## src/design/cmd_in_pkg.sv

```systemverilog
package cmd_in_pkg;
	// Command codes {cs_n, ras_n, cas_n, we_n} with act_n high
	localparam logic [3:0] CMD_MRS  = 4'h0;
	localparam logic [3:0] CMD_REF  = 4'h1;
	localparam logic [3:0] CMD_PRE  = 4'h2;
	localparam logic [3:0] CMD_RSVD = 4'h3;
	localparam logic [3:0] CMD_WR   = 4'h4;
	localparam logic [3:0] CMD_RD   = 4'h5;
	localparam logic [3:0] CMD_ZQC  = 4'h6;
	localparam logic [3:0] CMD_NOP  = 4'h7;

	// Mode register field positions
	localparam int MR1_TDQS_BIT  = 11;
	localparam int MR5_DM_BIT    = 10;
	localparam int MR5_WDBI_BIT  = 11;
	localparam int MR5_RDBI_BIT  = 12;

	// Reset values
	localparam logic [2:0] CHIP_ID_RST = 3'h0;
	localparam logic [2:0] RTT_NOM_OFF = 3'h0;

	// Stack heights
	localparam int STACK_MAX = 8;

	typedef enum logic [3:0] {
		PWR_ACTIVE = 4'h1,
		PWR_PPD    = 4'h2,
		PWR_APD    = 4'h4,
		PWR_SREF   = 4'h8
	} pwr_state_t;
endpackage

```

## src/design/pin_sync.sv

```systemverilog
`timescale 1ns/1ps
module pin_sync #(
	parameter int WIDTH = 1
) (
	// Clock and reset
	input  wire logic             clk,
	input  wire logic             rst_n,
	// Pin and filtered level
	input  wire logic [WIDTH-1:0] pin,
	output logic      [WIDTH-1:0] level
);
	if (WIDTH < 1) begin : g_chk_width
		$error("WIDTH must be at least 1");
	end

	logic [WIDTH-1:0] s1_r;
	logic [WIDTH-1:0] s2_r;
	logic [WIDTH-1:0] s3_r;

	always_ff @(posedge clk) begin
		if (!rst_n) begin
			s1_r <= '0;
			s2_r <= '0;
			s3_r <= '0;
		end else begin
			s1_r <= pin;
			s2_r <= s1_r;
			s3_r <= s2_r;
		end
	end

	// Change counts once second and third stage agree
	genvar i;
	generate
		for (i = 0; i < WIDTH; i++) begin : g_bit
			always_ff @(posedge clk) begin
				if (!rst_n) begin
					level[i] <= 1'b0;
				end else if (s2_r[i] == s3_r[i]) begin
					level[i] <= s3_r[i];
				end
			end
		end
	endgenerate
endmodule

```

## src/design/mask_dbi.sv

```systemverilog
`timescale 1ns/1ps
module mask_dbi #(
	parameter int DW = 8
) (
	// Clock and reset
	input  wire logic          clk,
	input  wire logic          rst_n,
	// Function selects
	input  wire logic          dm_en,
	input  wire logic          wdbi_en,
	input  wire logic          tdqs_en,
	// Write beat in
	input  wire logic          beat_valid,
	input  wire logic [DW-1:0] beat_data,
	input  wire logic          dm_dbi_n,
	// Beat out
	output logic               store_valid,
	output logic      [DW-1:0] store_data,
	output logic               store_en
);
	if (DW < 1) begin : g_chk_width
		$error("DW must be at least 1");
	end

	logic pin_mask;
	logic pin_inv;

	// Pin is mask or inversion flag by mode bits; termination strobe wins
	always_comb begin
		pin_mask = !tdqs_en && dm_en && !dm_dbi_n;
		pin_inv  = !tdqs_en && wdbi_en && !dm_dbi_n;
	end

	always_ff @(posedge clk) begin
		if (!rst_n) begin
			store_valid <= 1'b0;
			store_data  <= '0;
			store_en    <= 1'b0;
		end else begin
			store_valid <= beat_valid;
			store_data  <= pin_inv ? ~beat_data : beat_data;
			store_en    <= beat_valid && !pin_mask;
		end
	end
endmodule

```

## src/design/cmd_in.sv

```systemverilog
`timescale 1ns/1ps
// Contract
// Capture control and address at clock crossing
// Clock enable gates clocks, buffers and drivers
// Enable low: idle power-down/self-refresh or active
// Self-refresh exit taken synchronously from enable
// Controller holds enable high during accesses
// Power-down keeps only clock, termination, enable
// Self-refresh keeps only clock-enable input buffer
// Chip select high masks command; selects rank
// Chip ID selects die in stack
// Registered termination enable turns on termination
// Termination on data, strobes, mask, strobe pair
// Termination input ignored when termination disabled
// Activation low: command pins are row bits
// Activation high: pins decode as command
// Masked write beats are not stored
// Mask sampled on both strobe edges
// Mode bits pick mask or inversion function
// Eight-bit parts: mode bit picks strobe or mask
// Low inversion flag inverts data byte
// Bank group selects target group
// Bank address selects bank within group
// Mode set uses group and bank bits
// Decode only with select low, enable high
module cmd_in
	import cmd_in_pkg::*;
#(
	parameter int          DEV_WIDTH  = 8,
	parameter int          STACK      = 1,
	parameter logic [2:0]  MY_CHIP_ID = 3'h0,
	parameter int          ROW_W      = 14
) (
	// Clock and reset
	input  wire logic             clk,
	input  wire logic             rst_n,
	// Clock enable pin
	input  wire logic             cke_pin,
	// Command and address pins
	input  wire logic             cs_n,
	input  wire logic             act_n,
	input  wire logic             ras_n_a16,
	input  wire logic             cas_n_a15,
	input  wire logic             we_n_a14,
	input  wire logic [2:0]       chip_id,
	input  wire logic [1:0]       bg,
	input  wire logic [1:0]       ba,
	input  wire logic [13:0]      addr,
	input  wire logic             odt_pin,
	// Mode settings
	input  wire logic             rtt_nom_en,
	input  wire logic             tdqs_en,
	input  wire logic             dm_en,
	input  wire logic             wdbi_en,
	// Write data beats, one per strobe edge
	input  wire logic             beat_valid,
	input  wire logic [DEV_WIDTH-1:0] beat_data,
	input  wire logic             dm_dbi_n,
	// Bank state
	input  wire logic             any_row_open,
	input  wire logic             sref_req,
	// Decoded command outputs
	output logic                  cmd_valid,
	output logic                  cmd_act,
	output logic      [3:0]       cmd_code,
	output logic      [16:0]      cmd_row,
	output logic      [1:0]       cmd_bg,
	output logic      [1:0]       cmd_ba,
	output logic      [13:0]      cmd_addr,
	output logic                  mrs_valid,
	output logic      [2:0]       mrs_sel,
	// Power and buffer status
	output pwr_state_t            pwr_state,
	output logic                  clk_en_int,
	output logic                  cmd_buf_en,
	output logic                  odt_buf_en,
	output logic                  out_drv_en,
	// Termination
	output logic                  term_dq_en,
	output logic                  term_tdqs_en,
	// Stored beat
	output logic                  store_valid,
	output logic [DEV_WIDTH-1:0]  store_data,
	output logic                  store_en
);
	// Refuse widths and stack heights the logic cannot serve
	if (DEV_WIDTH != 4 && DEV_WIDTH != 8 &&
		DEV_WIDTH != 16) begin : g_chk_width
		$error("DEV_WIDTH must be 4, 8 or 16");
	end
	if (STACK != 1 && STACK != 2 && STACK != 4 &&
		STACK != STACK_MAX) begin : g_chk_stack
		$error("STACK must be 1, 2, 4 or 8");
	end
	if (ROW_W < 1 || ROW_W > 14) begin : g_chk_row
		$error("ROW_W out of range");
	end

	localparam bit X8 = (DEV_WIDTH == 8);
	localparam bit X16 = (DEV_WIDTH == 16);

	// Clock enable is a pin from the controller: filter it
	logic cke;
	pin_sync #(
		.WIDTH (1)
	) u_cke_sync (
		.clk   (clk),
		.rst_n (rst_n),
		.pin   (cke_pin),
		.level (cke)
	);

	// All command/address inputs captured on the same edge
	logic             cs_n_r;
	logic             act_n_r;
	logic [2:0]       cmdp_r;
	logic [2:0]       cid_r;
	logic [1:0]       bg_r;
	logic [1:0]       ba_r;
	logic [13:0]      addr_r;
	logic             odt_r;

	always_ff @(posedge clk) begin
		if (!rst_n) begin
			cs_n_r  <= 1'b1;
			act_n_r <= 1'b1;
			cmdp_r  <= 3'h7;
			cid_r   <= CHIP_ID_RST;
			bg_r    <= 2'h0;
			ba_r    <= 2'h0;
			addr_r  <= 14'h0;
		end else if (cmd_buf_en) begin
			cs_n_r  <= cs_n;
			act_n_r <= act_n;
			cmdp_r  <= {ras_n_a16, cas_n_a15, we_n_a14};
			cid_r   <= chip_id;
			bg_r    <= X16 ? {1'b0, bg[0]} : bg;
			ba_r    <= ba;
			addr_r  <= addr;
		end else begin
			cs_n_r  <= 1'b1;
			act_n_r <= 1'b1;
			cmdp_r  <= 3'h7;
		end
	end

	// Termination pin stays live in power-down, dead in self-refresh
	always_ff @(posedge clk) begin
		if (!rst_n) begin
			odt_r <= 1'b0;
		end else if (odt_buf_en) begin
			odt_r <= odt_pin;
		end else begin
			odt_r <= 1'b0;
		end
	end

	// Die match in stacks; single die ignores chip id
	logic id_match;
	logic [2:0] id_mask;
	always_comb begin
		case (STACK)
			2:       id_mask = 3'h1;
			4:       id_mask = 3'h3;
			8:       id_mask = 3'h7;
			default: id_mask = 3'h0;
		endcase
		id_match = ((cid_r ^ MY_CHIP_ID) & id_mask) == 3'h0;
	end

	// A command is live only with select low, enable high, die matched
	logic sel;
	logic [3:0] code;
	always_comb begin
		sel  = !cs_n_r && cke && id_match && (pwr_state == PWR_ACTIVE);
		code = {cs_n_r, cmdp_r};
	end

	always_ff @(posedge clk) begin
		if (!rst_n) begin
			cmd_valid <= 1'b0;
			cmd_act   <= 1'b0;
			cmd_code  <= CMD_NOP;
			cmd_row   <= 17'h0;
			cmd_bg    <= 2'h0;
			cmd_ba    <= 2'h0;
			cmd_addr  <= 14'h0;
			mrs_valid <= 1'b0;
			mrs_sel   <= 3'h0;
		end else begin
			cmd_valid <= sel;
			cmd_act   <= sel && !act_n_r;
			cmd_code  <= act_n_r ? code : CMD_NOP;
			// Activation: shared pins become upper row bits
			cmd_row   <= {cmdp_r, addr_r};
			cmd_bg    <= bg_r;
			cmd_ba    <= ba_r;
			cmd_addr  <= addr_r;
			mrs_valid <= sel && act_n_r && (code == CMD_MRS);
			mrs_sel   <= {bg_r[0], ba_r};
		end
	end

	// Power state, moved only by the filtered enable on clock edges
	pwr_state_t pwr_nxt;
	always_comb begin
		pwr_nxt = pwr_state;
		case (pwr_state)
			PWR_ACTIVE: begin
				if (!cke) begin
					if (any_row_open)
						pwr_nxt = PWR_APD;
					else if (sref_req)
						pwr_nxt = PWR_SREF;
					else
						pwr_nxt = PWR_PPD;
				end
			end
			PWR_PPD, PWR_APD: begin
				if (cke)
					pwr_nxt = PWR_ACTIVE;
			end
			PWR_SREF: begin
				if (cke)
					pwr_nxt = PWR_ACTIVE;
			end
			default: pwr_nxt = PWR_ACTIVE;
		endcase
	end

	always_ff @(posedge clk) begin
		if (!rst_n)
			pwr_state <= PWR_ACTIVE;
		else
			pwr_state <= pwr_nxt;
	end

	// Buffer and driver enables follow the power state
	always_comb begin
		clk_en_int = cke;
		out_drv_en = cke && (pwr_state == PWR_ACTIVE);
		cmd_buf_en = cke && (pwr_state == PWR_ACTIVE);
		odt_buf_en = (pwr_state != PWR_SREF);
	end

	// Nominal termination on the data group
	always_ff @(posedge clk) begin
		if (!rst_n) begin
			term_dq_en   <= 1'b0;
			term_tdqs_en <= 1'b0;
		end else begin
			term_dq_en   <= rtt_nom_en && odt_r;
			term_tdqs_en <= X8 && tdqs_en && rtt_nom_en && odt_r;
		end
	end

	// Termination strobe exists only on eight-bit parts
	logic tdqs_act;
	always_comb begin
		tdqs_act = X8 && tdqs_en;
	end

	// One beat per strobe edge, so mask is taken on both edges
	mask_dbi #(
		.DW (DEV_WIDTH)
	) u_mask_dbi (
		.clk         (clk),
		.rst_n       (rst_n),
		.dm_en       (dm_en),
		.wdbi_en     (wdbi_en),
		.tdqs_en     (tdqs_act),
		.beat_valid  (beat_valid && cke),
		.beat_data   (beat_data),
		.dm_dbi_n    (dm_dbi_n),
		.store_valid (store_valid),
		.store_data  (store_data),
		.store_en    (store_en)
	);
endmodule

```

## config.mk

```make
export PLATFORM = sky130hd
export DESIGN_NAME = cmd_in
export DESIGN_NICKNAME = d
export VERILOG_FILES = /design/src/design/cmd_in_pkg.sv /design/src/design/pin_sync.sv /design/src/design/mask_dbi.sv /design/src/design/cmd_in.sv
export SDC_FILE = /design/constraint.sdc
export NUM_CORES = 1
export LEC_CHECK = 0
export ABC_AREA = 0
export BUFFER_PORTS_ARGS = -buffer_cell sky130_fd_sc_hd__buf_2
export CORE_MARGIN = 1
export CORE_UTILIZATION = 30
export DETAILED_ROUTE_END_ITERATION = 10
export GPL_TIMING_DRIVEN = 0
export MAX_ROUTING_LAYER = met4
export PLACE_DENSITY = 0.63
export REMOVE_ABC_BUFFERS = 1
export SLEW_MARGIN = 20
export SYNTH_ARGS = -nofsm -noshare
export SYNTH_HDL_FRONTEND = slang
export SYNTH_HIERARCHICAL = 1
export SYNTH_SLANG_ARGS = --single-unit
```

## constraint.sdc

```tcl
create_clock -name clk -period 2.3 [get_ports clk]
set_input_delay 0.345 -clock clk [delete_from_list [all_inputs] [get_ports clk]]
set_output_delay 0.345 -clock clk [all_outputs]
set_load 0.01 [all_outputs]
```

== Yosys cells after proc, flatten, opt, wreduce, memory -nomap -nowiden ==
Cells that the tools add are included.
Word-level totals
  register bits: 89
  input bits: 46
Cells by class
  equal/unequal tests: 8
  muxes and demuxes: 6
  bitwise logic cells: 1
  reduce and logical (&&, ||, !) cells: 26
Operators by type and width (count)
  $mux W4: 4
  $logic_and A1 B1 Y1: 15
  $mux W8: 1
  $not A8 Y8: 1
  $pmux W4 S2: 1
  $reduce_and A2 Y1: 4
  $logic_not A1 Y1: 5
  $eq A4 B1 Y1 const B: 1
  $eq A4 B2 Y1 const B: 1
  $eq A4 B3 Y1 const B: 1
  $eq A4 B4 Y1 const B: 1
  $logic_not A4 Y1: 1
  $ne A4 B4 Y1 const B: 1
  $reduce_or A3 Y1: 1
  $ne A2 B1 Y1 const B: 1
  $ne A2 B2 Y1 const B: 1
  $eq A1 B1 Y1: 1

== Depth between registers and ports, before layout ==
  word-level depth: 5
  gate-level depth with buffers: 5
  gate-level depth less buffers: 3

== By module ==
Netlist, hierarchy kept.
By module, submodules not included
  cmd_in: instances 1, cells an instance 197, area an instance 1985.7 sq um
  mask_dbi: instances 1, cells an instance 40, area an instance 414.1 sq um
  pin_sync: instances 1, cells an instance 10, area an instance 116.4 sq um

== Worst setup path before layout ==
Ideal clock, no wire load.
  path kind: reg2out
  from: register pwr_state[0]
  to: output port out_drv_en
  data arrival time: 1.101 ns
  setup slack: 0.854 ns
  stages on the path, launching flop included: 6
  cell sequence: dfxtp_1 and2b_1 nand3_2 buf_6 inv_2 buf_4
On the way
  longest elaborated chain between the ends: 2
Ends and longest elaborated chain
  start, declared: RTL line cmd_in.sv:73  | output pwr_state_t pwr_state,
  start signal, assigned: RTL line cmd_in.sv:235  | pwr_state <= pwr_nxt;
  $eq A4 B1 Y1
  $logic_and A1 B1 Y1
  end, declared: RTL line cmd_in.sv:77  | output logic out_drv_en,
Every way passes these cells.

== Worst setup path in the final report ==
  from: register pwr_state[1]
  to: output port out_drv_en
On the way
  longest elaborated chain between the ends: 2
Ends and longest elaborated chain
  $eq A4 B1 Y1: RTL line cmd_in.sv:241  | out_drv_en = cke && (pwr_state == PWR_ACTIVE);
  $logic_and A1 B1 Y1: RTL line cmd_in.sv:241
Every way passes these cells.

==> flow_metrics.py <==
metrics = {
    "layout": {
        "layout.nets": 384,
        "area_growth_pct": 27.3,
        "design_area_mm2": 0.00320,
        "layout_common_cells": "buf_2 (106), dfxtp_1 (72), nand2_1 (47)",
        "num_antenna_cells": 0,
        "layout_commonest_cell": "buf_2",
        "final_layout_size_suffix_gt1_share_pct": 38.2,
        "n_fill_cell": 834,
    },
    "grt": {
        "grt_use_total_pct": 10.4,
        "antenna_found_initial": 0,
        "grt_pass1_vias": 1535,
        "grt_max_degree": 67,
        "grt_pass1_wl_um": 6730,
        "overflow": 0,
    },
    "cts": {
        "cts_max_level": 3,
        "cts_tree": "built",
        "cts_setup_buffers": 0,
        "cts.sinks": 72,
        "clkLatencyLatePin_ns": 0.33,
        "cts_buffers": 9,
        "cts_hold_buf": 0,
        "cts_max_path_buffers": 2,
        "clk_pin_slew_ns": 0.07,
        "root_buffer": "clkbuf_8",
        "cts_repair_resize_count": 1,
    },
    "floorplan": {
        "core-area_mm2": 0.00818,
        "die_area_mm2": 0.00876,
        "start_util_pct": 30.8,
        "die_h_um": 93.6,
        "pin_count": 111,
        "fp-row-count": 33,
        "die_w_um": 93.6,
    },
    "sta": {
        "hold_viol_final": 0,
        "period_share_pct": 87.4,
        "clock_skew_ns": 0.00580,
        "worst_pin_slew_ns": 0.818,
        "setup_violations": 0,
        "fin_crit_ns": 2.01,
        "relSlewSlack_pct": 45.2,
        "finalSetupTns_ns": 0,
        "drv_slew": 0,
        "rsz0062_at_grt": "no",
        "fmaxAchievable_mhz": 498,
    },
    "logic_synthesis": {
        "synth-xor-area-share_pct": 0.348,
        "synth_cell_types": 34,
        "synthAdderAreaFrac_pct": 0,
        "synthArstFlopShare_pct": 0,
        "synthesis.area_mm2": 0.00252,
        "yosys_warnings": 6,
        "syn-mean-instance-area_um2": 10.2,
        "synth_cells": 247,
        "synth-simple-area-share_pct": 18.9,
        "synth_top_family_by_area": "simple AND/OR/NAND/NOR gates",
        "synthFlopType": "dfxtp_1",
        "synth_edf_count": 0,
        "synth-seq-area-share_pct": 57.3,
        "synth-seq-cells": 72,
        "synth_compound_area_share_pct": 1.89,
        "synthMuxAreaShare_pct": 10.7,
    },
    "placed_design": {
        "dp_hpwl_um": 2990,
        "place_area_mm2": 0.00299,
        "io_buffers": 107,
        "finalWeightedCongestion": 0.720,
    },
    "hold_path": {
        "min_path_type": "input port to register",
        "min_from": "dm_en",
    },
    "power": {
        "irDropWorstVdd_mv": 0.334,
        "power.density_mw_per_mm2": 759,
        "p_leak_uw": 0.00178,
    },
    "run_status": {
        "outcome": "finished, final reports clean",
    },
    "worst_setup_path": {
        "crit_start": "pwr_state[1]",
        "required_ns": 1.96,
        "crit_type": "register to primary output",
        "startpoint_type": "register",
        "arrival_ns": 1.66,
        "path_max_fanout": 20,
        "r2r-start": "pwr_state[1]",
        "crit_path_end_kind": "primary output",
    },
    "detailed_routing": {
        "vias": 1821,
        "avgViaCountPerCell": 4.06,
        "wl_um": 4220,
        "drt-initial-drc-count": 36,
        "postRouteAntennaNets": 0,
        "wire_per_inst_um": 9.42,
        "remaining_drc_errors": 0,
        "dr.pass1.iters": 3,
    },
    "flow_run": {
        "max_cap_viol_count": 0,
    },
}
power breakdown:
| part | total [µW] | leakage [µW] | internal (µW) | switching [µW] |
|---|---|---|---|---|
| sequential | 1290 | 0.000585 | 1270 | 17.6 |
| clock | 984 | 0.0000989 | 534 | 450 |
| combinational | 156 | 0.00109 | 77.1 | 78.7 |
final timing paths:
path,depth (start not counted),slack (ns),endpoint
worst max-delay path,4,0.29,out_drv_en
worst min-delay path,2,0.19,u_mask_dbi/store_en
worst max register to register,3,0.88,addr_r[0]
worst min register to register,1,0.43,u_cke_sync/s2_r
critical path, stage by stage, from the launching register on:
cell and delay [ns]:
dfxtp_1 0.38, nor2_1 0.30, nand3_4 0.38, inv_2 0.13, buf_2 0.13
registers in the layout, indices dropped and copies added, names as in the netlist, 2 cells and up:
| signal | cells |
|---|---|
| addr_r | 14 |
| ba_r | 2 |
| bg_r | 2 |
| cmd_bg | 2 |
| cmd_code | 4 |
| cmd_row | 17 |
| cmdp_r | 3 |
| pwr_state | 4 |
| u_mask_dbi/store_data | 8 |
layout make-up:
cell class	count	area [µm²]	area share [%]
clock inverter	6	67.6	2.11
sequential	72	1440	45.0
timing repair buffer	107	538	16.8
tap	105	131	4.10
multi-input combinational	128	811	25.3
clock buffer	10	138	4.30
inverter	20	75.1	2.34
synth_stat cells (3+ instances only):
cell type,number,area [µm²]
dfxtp_1,72,1440
nor2_1,3,11.3
and3_1,3,18.8
nand2b_1,6,37.5
clkbuf_1,4,15.0
buf_6,3,33.8
or2_2,3,18.8
and2_1,8,50.1
mux2i_1,27,270
or2_1,5,31.3
or2b_1,4,30.0
buf_4,19,143
inv_1,19,71.3
nand2_1,47,176
cells by family (layout without fill, tap and decap cells):
| kind of cell | count (synthesis) | in the layout |
|---|---|---|
| compound gates | 7 | 7 |
| xor+xnor | 1 | 1 |
| buf+inv | 47 | 143 |
| flops | 72 | 72 |
| mux | 27 | 27 |
| simple gates | 93 | 93 |
stage by stage:
stage | power, µW | setup slack [ns] | hold slack [ns] | std cells | utilization (%)
floorplan | 1390 | 0.628 | 0.404 | 220 | -
global placement | 1470 | 0.267 | 0.413 | 432 | 36.5
detailed placement | 1470 | 0.252 | 0.414 | 432 | 36.5
CTS | 2490 | 0.230 | 0.165 | 448 | 39.1
global route | 2560 | 0.140 | 0.159 | 448 | 39.2
finish | 2430 | 0.290 | 0.187 | 448 | 39.2
layer usage:
| metal | GRT usage [%] | vias up | routed length [µm] |
|---|---|---|---|
| li1 | - | 944 | - |
| met1 | 11.9 | 804 | 2010 |
| met2 | 15.5 | 68 | 1800 |
| met3 | 4.88 | 5 | 354 |
| met4 | 4.62 | 0 | 57 |
| met5 | - | - | 0 |
Note: power is estimated with default switching activity, not from simulation.
